File: src/design/ptpc_pkg.sv
// constants shared by both ends of the transmit parallel link
// assumes both ends run from one 25 MHz clock; no other context needed
package ptpc_pkg;

  // power-state request codes
  localparam logic [1:0] PS_P0  = 2'b00;
  localparam logic [1:0] PS_P0S = 2'b01;
  localparam logic [1:0] PS_P1  = 2'b10;

  // timing
  localparam int CLK_MHZ         = 25;
  localparam int P1_RECOVERY_US  = 64;
  // longest time, exact at 25 MHz
  localparam int P1_RECOVERY_CYC = P1_RECOVERY_US * CLK_MHZ;
  localparam int PS_SHORT_CYC    = 8;
  localparam int STATUS_HOLD_CYC = 8;
  localparam int MODE_SETTLE_CYC = 3;
  localparam int WAIT_W          = 11;

  // link clock divider, phases of the controller's clock
  localparam logic [2:0] LINK_HALF     = 3'h4;
  localparam logic [2:0] PH_LOAD_FIRST = 3'h6;
  localparam logic [2:0] PH_LOAD_SECND = 3'h2;

  // register port of the controller end
  localparam int ADDR_W = 4;
  localparam int DATA_W = 32;
  localparam logic [ADDR_W-1:0] REG_CTRL   = 4'h0;
  localparam logic [ADDR_W-1:0] REG_TXWORD = 4'h4;
  localparam logic [ADDR_W-1:0] REG_STATUS = 4'h8;

  // control fields
  localparam int CTRL_PS_LSB    = 0;
  localparam int CTRL_EIDLE_BIT = 2;
  localparam int CTRL_DDR_BIT   = 3;
  localparam int CTRL_RST_BIT   = 4;
  localparam int CTRL_W         = 5;
  localparam logic [CTRL_W-1:0] CTRL_RESET = 5'h14;

  // transmit word fields
  localparam int WORD_K_LSB = 16;
  localparam int WORD_W     = 18;

  // status fields
  localparam int STAT_PEND_BIT = 0;
  localparam int STAT_SEEN_BIT = 1;

endpackage

File: src/design/ptpc_link_if.sv
// the parallel transmit link between controller and device
// assumes the bench joins one device end and one controller end here
`timescale 1ns/100ps
interface ptpc_link_if;
  logic        link_rst_n;
  logic        tx_clk;
  logic [15:0] tx_data;
  logic [1:0]  tx_datak;
  logic [1:0]  power_req;
  logic        tx_elec_idle;
  logic        double_rate_sel;
  logic        phy_status;

  modport dev (
    input  link_rst_n,
    input  tx_clk,
    input  tx_data,
    input  tx_datak,
    input  power_req,
    input  tx_elec_idle,
    input  double_rate_sel,
    output phy_status
  );

  modport ctrl (
    output link_rst_n,
    output tx_clk,
    output tx_data,
    output tx_datak,
    output power_req,
    output tx_elec_idle,
    output double_rate_sel,
    input  phy_status
  );
endinterface

File: src/design/ptpc_device.sv
// device end: takes the parallel transmit bus and power requests
// assumes link pins are asynchronous to clk and the link clock is well
// below clk/4 so every link clock phase is seen at least twice
//
// What this block does
// - device reset input active low, asynchronous
// - power code 00 selects full-power P0
// - power code 01 selects short-latency P0s
// - code 10 selects P1, recovery within 64us
// - status output signals each completed operation
// - select low at release: single-rate, 16-bit capture
// - select high: double-rate, low byte both edges
// - single-rate: low byte first, high second
// - double-rate: rising byte first, falling second
// - controller ties upper data low in double-rate
// - controller ties upper qualifier low in double-rate
// - single-rate: qualifier bit per data byte
// - double-rate: qualifier sampled with its byte
// - qualifier zero data, one control symbol
// - P0 idle low means valid data; else high
`timescale 1ns/100ps
module ptpc_device
  import ptpc_pkg::*;
(
  // clock and system reset
  input  wire logic       clk,
  input  wire logic       sys_rst,
  // link to the controller
  ptpc_link_if.dev        link,
  // serial side events
  input  wire logic       rx_detect_done,
  // symbol stream toward the serializer
  output logic            sym_valid,
  output logic [7:0]      sym_data,
  output logic            sym_ctrl,
  output logic [1:0]      cur_power,
  output logic            double_rate
);

  typedef enum logic {PT_STABLE, PT_CHANGE} ptpc_pt_e;

  // synchronised link inputs: {sel, power, idle, qualifiers, data}
  localparam int IN_W = 22;

  typedef struct packed {
    logic [2:0]        clk_s;
    logic [IN_W-1:0]   in_s1;
    logic [IN_W-1:0]   in_s2;
    logic [1:0]        settle;
    logic              mode_ok;
    logic              ddr;
    ptpc_pt_e          pt;
    logic [1:0]        cur_ps;
    logic [1:0]        target_ps;
    logic [WAIT_W-1:0] wait_cnt;
    logic [3:0]        stat_cnt;
    logic              stat_o;
    logic              hi_pend;
    logic [8:0]        hi_sym;
    logic              sym_valid;
    logic [7:0]        sym_data;
    logic              sym_ctrl;
  } ptpc_dev_s;

  localparam ptpc_dev_s DEV_RESET = '{
    clk_s:     3'h0,
    in_s1:     22'h000000,
    in_s2:     22'h000000,
    settle:    2'h0,
    mode_ok:   1'b0,
    ddr:       1'b0,
    pt:        PT_STABLE,
    cur_ps:    PS_P1,
    target_ps: PS_P1,
    wait_cnt:  11'h000,
    stat_cnt:  4'h0,
    stat_o:    1'b0,
    hi_pend:   1'b0,
    hi_sym:    9'h000,
    sym_valid: 1'b0,
    sym_data:  8'h00,
    sym_ctrl:  1'b0
  };

  ptpc_dev_s st_r;
  ptpc_dev_s st_nxt;

  logic [15:0] in_data;
  logic [1:0]  in_k;
  logic        in_idle;
  logic [1:0]  in_ps;
  logic        in_sel;
  logic        clk_rise;
  logic        clk_fall;
  logic        send_ok;

  // second stage only; the first stage feeds nothing but the second
  assign in_data  = st_r.in_s2[15:0];
  assign in_k     = st_r.in_s2[17:16];
  assign in_idle  = st_r.in_s2[18];
  assign in_ps    = st_r.in_s2[20:19];
  assign in_sel   = st_r.in_s2[21];
  assign clk_rise = st_r.clk_s[1] & ~st_r.clk_s[2];
  assign clk_fall = ~st_r.clk_s[1] & st_r.clk_s[2];

  assign send_ok = st_r.mode_ok && (st_r.cur_ps == PS_P0) &&
                   (st_r.pt == PT_STABLE) && !in_idle;

  always_comb begin
    st_nxt = st_r;
    st_nxt.clk_s = {st_r.clk_s[1:0], link.tx_clk};
    st_nxt.in_s1 = {link.double_rate_sel, link.power_req, link.tx_elec_idle,
                    link.tx_datak, link.tx_data};
    st_nxt.in_s2 = st_r.in_s1;

    if (!st_r.mode_ok) begin
      st_nxt.settle = st_r.settle + 2'h1;
      if (st_r.settle == 2'(MODE_SETTLE_CYC)) begin
        st_nxt.mode_ok = 1'b1;
        st_nxt.ddr = in_sel;
      end
    end

    // power-state sequencer
    if (st_r.stat_cnt != 4'h0) begin
      st_nxt.stat_cnt = st_r.stat_cnt - 4'h1;
    end
    unique case (st_r.pt)
      PT_STABLE: begin
        if (st_r.mode_ok && (in_ps != st_r.cur_ps) &&
            (in_ps == PS_P0 || in_ps == PS_P0S || in_ps == PS_P1)) begin
          st_nxt.target_ps = in_ps;
          st_nxt.pt        = PT_CHANGE;
          if (st_r.cur_ps == PS_P1) begin
            st_nxt.wait_cnt = WAIT_W'(P1_RECOVERY_CYC - 1);
          end else begin
            st_nxt.wait_cnt = WAIT_W'(PS_SHORT_CYC - 1);
          end
        end
      end
      PT_CHANGE: begin
        if (st_r.wait_cnt == '0) begin
          st_nxt.cur_ps   = st_r.target_ps;
          st_nxt.pt       = PT_STABLE;
          st_nxt.stat_cnt = 4'(STATUS_HOLD_CYC);
        end else begin
          st_nxt.wait_cnt = st_r.wait_cnt - 1'b1;
        end
      end
    endcase
    if (rx_detect_done) begin
      st_nxt.stat_cnt = 4'(STATUS_HOLD_CYC);
    end
    st_nxt.stat_o = (st_nxt.stat_cnt != 4'h0);

    // symbol capture
    st_nxt.sym_valid = 1'b0;
    if (st_r.hi_pend) begin
      st_nxt.hi_pend   = 1'b0;
      st_nxt.sym_valid = 1'b1;
      st_nxt.sym_data  = st_r.hi_sym[7:0];
      st_nxt.sym_ctrl  = st_r.hi_sym[8];
    end else if (clk_rise && send_ok) begin
      st_nxt.sym_valid = 1'b1;
      st_nxt.sym_data  = in_data[7:0];
      st_nxt.sym_ctrl  = in_k[0];
      if (!st_r.ddr) begin
        st_nxt.hi_pend = 1'b1;
        st_nxt.hi_sym  = {in_k[1], in_data[15:8]};
      end
    end else if (clk_fall && send_ok && st_r.ddr) begin
      st_nxt.sym_valid = 1'b1;
      st_nxt.sym_data  = in_data[7:0];
      st_nxt.sym_ctrl  = in_k[0];
    end
  end

  // link reset acts without the clock; release is not synchronised
  // the settle count absorbs the first unsafe cycles
  always_ff @(posedge clk or negedge link.link_rst_n) begin
    if (!link.link_rst_n) begin
      st_r <= DEV_RESET;
    end else if (sys_rst) begin
      st_r <= DEV_RESET;
    end else begin
      st_r <= st_nxt;
    end
  end

  assign link.phy_status = st_r.stat_o;
  assign sym_valid       = st_r.sym_valid;
  assign sym_data        = st_r.sym_data;
  assign sym_ctrl        = st_r.sym_ctrl;
  assign cur_power       = st_r.cur_ps;
  assign double_rate     = st_r.ddr;

endmodule

File: src/flat_wrapper.sv
// flat-port wrapper written by rule: the top's interface ports become plain ports
module ptpc_device_flat import ptpc_pkg::*;
  (clk, sys_rst, rx_detect_done, sym_valid, sym_data, sym_ctrl, cur_power, double_rate, link_link_rst_n, link_tx_clk, link_tx_data, link_tx_datak, link_power_req, link_tx_elec_idle, link_double_rate_sel, link_phy_status);
  ptpc_link_if link_i ();
  input  wire logic clk;
  input  wire logic sys_rst;
  input  wire logic rx_detect_done;
  output logic sym_valid;
  output logic [7:0] sym_data;
  output logic sym_ctrl;
  output logic [1:0] cur_power;
  output logic double_rate;
  input wire logic [$bits(link_i.link_rst_n)-1:0] link_link_rst_n;
  input wire logic [$bits(link_i.tx_clk)-1:0] link_tx_clk;
  input wire logic [$bits(link_i.tx_data)-1:0] link_tx_data;
  input wire logic [$bits(link_i.tx_datak)-1:0] link_tx_datak;
  input wire logic [$bits(link_i.power_req)-1:0] link_power_req;
  input wire logic [$bits(link_i.tx_elec_idle)-1:0] link_tx_elec_idle;
  input wire logic [$bits(link_i.double_rate_sel)-1:0] link_double_rate_sel;
  output wire logic [$bits(link_i.phy_status)-1:0] link_phy_status;
  assign link_i.link_rst_n = link_link_rst_n;
  assign link_i.tx_clk = link_tx_clk;
  assign link_i.tx_data = link_tx_data;
  assign link_i.tx_datak = link_tx_datak;
  assign link_i.power_req = link_power_req;
  assign link_i.tx_elec_idle = link_tx_elec_idle;
  assign link_i.double_rate_sel = link_double_rate_sel;
  assign link_phy_status = link_i.phy_status;
  ptpc_device u_core (.clk(clk), .sys_rst(sys_rst), .link(link_i), .rx_detect_done(rx_detect_done), .sym_valid(sym_valid), .sym_data(sym_data), .sym_ctrl(sym_ctrl), .cur_power(cur_power), .double_rate(double_rate));
endmodule
File: config.mk
export PLATFORM = sky130hd
export DESIGN_NAME = ptpc_device_flat
export DESIGN_NICKNAME = d
export VERILOG_FILES = /design/src/design/ptpc_pkg.sv /design/src/design/ptpc_link_if.sv /design/src/design/ptpc_device.sv /design/src/flat_wrapper.sv
export SDC_FILE = /design/constraint.sdc
export NUM_CORES = 1
export LEC_CHECK = 0
export ABC_AREA = 0
export BUFFER_PORTS_ARGS = -buffer_cell sky130_fd_sc_hd__buf_4
export CORE_MARGIN = 3
export CORE_UTILIZATION = 55
export DETAILED_ROUTE_END_ITERATION = 16
export PLACE_DENSITY = 0.75
export SETUP_SLACK_MARGIN = 0.15
export SYNTH_ARGS = -nofsm -noshare
export SYNTH_HDL_FRONTEND = slang
export SYNTH_SLANG_ARGS = --single-unit
File: constraint.sdc
create_clock -name clk -period 2.5 [get_ports clk]
set_clock_uncertainty 0.15 [all_clocks]
set_input_delay 0.25 -clock clk [delete_from_list [all_inputs] [get_ports clk]]
set_output_delay 0.25 -clock clk [all_outputs]
set_load 0.05 [all_outputs]
==> run metrics <==
num rows 29; cell count after placement around 430; CP required 2.59 ns; via count 2,450; post-CTS setup repair buffer count 0; Sw Pwr around 900 µW; Total Power 3.18 mW; Num CTS Buffers 9; Mapped Area 3800 µm²; Final Setup Violations 0; top cells by count, synth dfrtp_1 (90), nor2b_1 (48), nor2_1 (25); Avg Cell Area, Syn 11.7 µm²; Static Leakage about 2.2 nW; async set-reset flop share out of synthesis 100%; routed len/inst between 10 and 15 µm; Max Root-Sink Buffers 2; HP Class primary input to flop; P_int 2.30 mW; Max H-tree Level 3; Area Overhead vs Synth 20.7%; status finished clean; Initial Utilization 58.2%; Yosys reg bits 92; die extent in x 89.2 µm; post-synthesis net count about 360; synth top area cells dfrtp_1 (59%), nor2b_1 (7.9%), mux2i_1 (3.4%); final slew viol count 0; Critical Path Max Stage Delay 0.51 ns; worst skew pair latency 0.35 ns; die footprint 7950 µm²; fill cell count 459; crit path max fanout 9; pin count of the biggest net entering global routing 58; Ports 41; Nets approximately 420; Worst EP arrival 2.30 ns; TritonCTS clock tree built; Ys Warns 0; antenna cells 0; Die H between 80 and 90 µm; Final Hold Fails 0; Max-slew headroom 53.1%; register area share after synthesis 60.6%; crit path cell chain nand2b_2, or4_4, or4_4, and2_4, a22o_2; post-layout util 70.3%; fmax around 450 MHz; HPWL after DPL 4380 µm; kind of cell adding the most delay to the critical path simple AND/OR/NAND/NOR gates; pre-CTS WS 0.272 ns; global placement routability congestion 0.804; Non-Filler Instances 470; initial antenna violation count 0; DRT Pass-1 Iters 4; cell repeated most along the worst path or4_4; dpl cell area 4130 µm²; fin worst setup slack between 0.2 and 0.3 ns; vias per cell 5.21; Distinct cells, synth 45; PD cells 693 nW/µm²; Sw Share 27.9%; CP max-delay cell or4_4; combinational power share between 10% and 20%; Final TNS setup 0 ns; Synth Flop Type dfrtp_1; Clk pin slew, worst setup/hold paths 0.10 ns; Final Cycle Share 88.4%; Final Instance Area 4590 µm²; ANT nets after route 0; top-area cell type share of the netlist area 59.2%; clock power share 31.6%; RSZ-0062 raised after global routing no; Overflow after GRT 0; ratio of cells with drive above 1 in the final layout between 20% and 30%; min Tclk post-route 2.21 ns; WHS 0.202 ns; clk root buf clkbuf_8; Reg power frac 51.4%; global-route wire length before repair roughly 11,000 µm; crit path buf inv count 0; top-count cell post-synth dfrtp_1; Setup crit end kind flop; IO buf count 40; vias in the first global route approximately 2,400; Total GRT Usage 18.6%; clock sink count 92; Residual DRC 0; Routed WL 6470 µm; Max Cap Viol 0; Startpoint Class flop; Peak VDD IR 357 µV; EDFF count, synth 0; Cells after Synth roughly 330; Core Area 6530 µm²; worst slew pin tran between 0.7 and 0.8 ns; initial drt markers 115; CP Class flop to flop; Synth area leader dfrtp_1
## registers in the layout (all words and copies together) (netlist names)
name / count
u_core.in_idle: 1
u_core.in_k: 2
u_core.in_data: 16
u_core.double_rate: 1
u_core.sym_valid: 1
u_core.in_ps: 2
u_core.link.phy_status: 1
u_core.st_nxt: 24
u_core.cur_power: 2
u_core.sym_ctrl: 1
u_core.in_sel: 1
u_core.st_r: 32
u_core.sym_data: 8
## logic make-up after synthesis
logic type | share of synthesized area (%)
AOI/OAI and AO/OA | 11.0
muxes | 3.42
xor gates and xnor gates | 1.15
buffers and inverters | 4.80
adders and majority gates | 0.987
DFF | 60.6
and+or+nand+nor | 18.0
## path summary, 6_finish.rpt
kind / cells after the start / slack [ns] / from / end
worst min register to register: 1 / 0.31 / u_core.st_nxt[48] / u_core.in_data[3]
worst min-delay path: 2 / 0.20 / sys_rst / u_core.st_nxt[90]
worst max-delay path: 5 / 0.29 / u_core.st_r[40] / u_core.st_r[10]
max in group asynchronous: 3 / 1.16 / link_link_rst_n / u_core.st_nxt[62]
worst max register to register: 5 / 0.29 / u_core.st_r[40] / u_core.st_r[10]
min in group asynchronous: 2 / 0.34 / link_link_rst_n / u_core.in_data[3]
## power by group through the flow
stage | clock network, mW | logic, mW | registers (mW)
5_1_grt | 1.09 | 0.613 | 1.65
3_5_place_dp | 0 | 0.511 | 1.66
2_1_floorplan | 0 | 0.350 | 1.66
3_3_place_gp | 0 | 0.495 | 1.66
4_1_cts | 1.03 | 0.544 | 1.63
6_report | 1.01 | 0.540 | 1.63
## repair_timing
item	4_1_cts	5_1_grt
gates resized for setup	0	1
endpoints found under the setup margin	0	4
hold buffers	25	0
hold endpoints to repair	77	0
## layout by cell type, fill, tap and decap left out, drive strengths merged, types with 3 or more instances in the layout
cell type    Yosys  routed
ha               3       3
clkbuf           9       9
nor4             4       4
a21oi           10      10
a211o            4       4
o211a            5       5
xor2             4       4
dfrtp           90      90
buf             14      49
nor2            26      26
nand3            6       6
a211oi          12      12
dlygate4sd3      0      25
or3              3       3
a31oi            3       3
nand2b           4       4
inv             11      14
nor2b           48      48
nand2           16      16
nor3             6       6
a22o             9       9
mux2i           13      13
## area by class of cell
cell class	instances	area, µm²	area share [%]
clock buffer	9	124	2.70
clock inverter	7	82.6	1.80
inverter	12	45.0	0.981
multi-input combinational	199	1320	28.8
sequential	92	2300	50.2
tap	77	96.3	2.10
timing repair buffer	74	618	13.5
## worst register-to-register path: stages, from the launching register on
cell,delay [ns]
dfrtp_1,0.39
nand2b_2,0.20
or4_4,0.42
or4_4,0.51
and2_4,0.21
a22o_2,0.21
## layer usage
layer  vias up  track usage [%]  wire [µm]
met5         -                0          0
met4         0             7.71         55
met3         4             2.76        246
met2        50             27.7       2980
met1      1158             27.6       3190
li1       1238                -          -
Note: power is estimated with default switching activity, not from simulation.
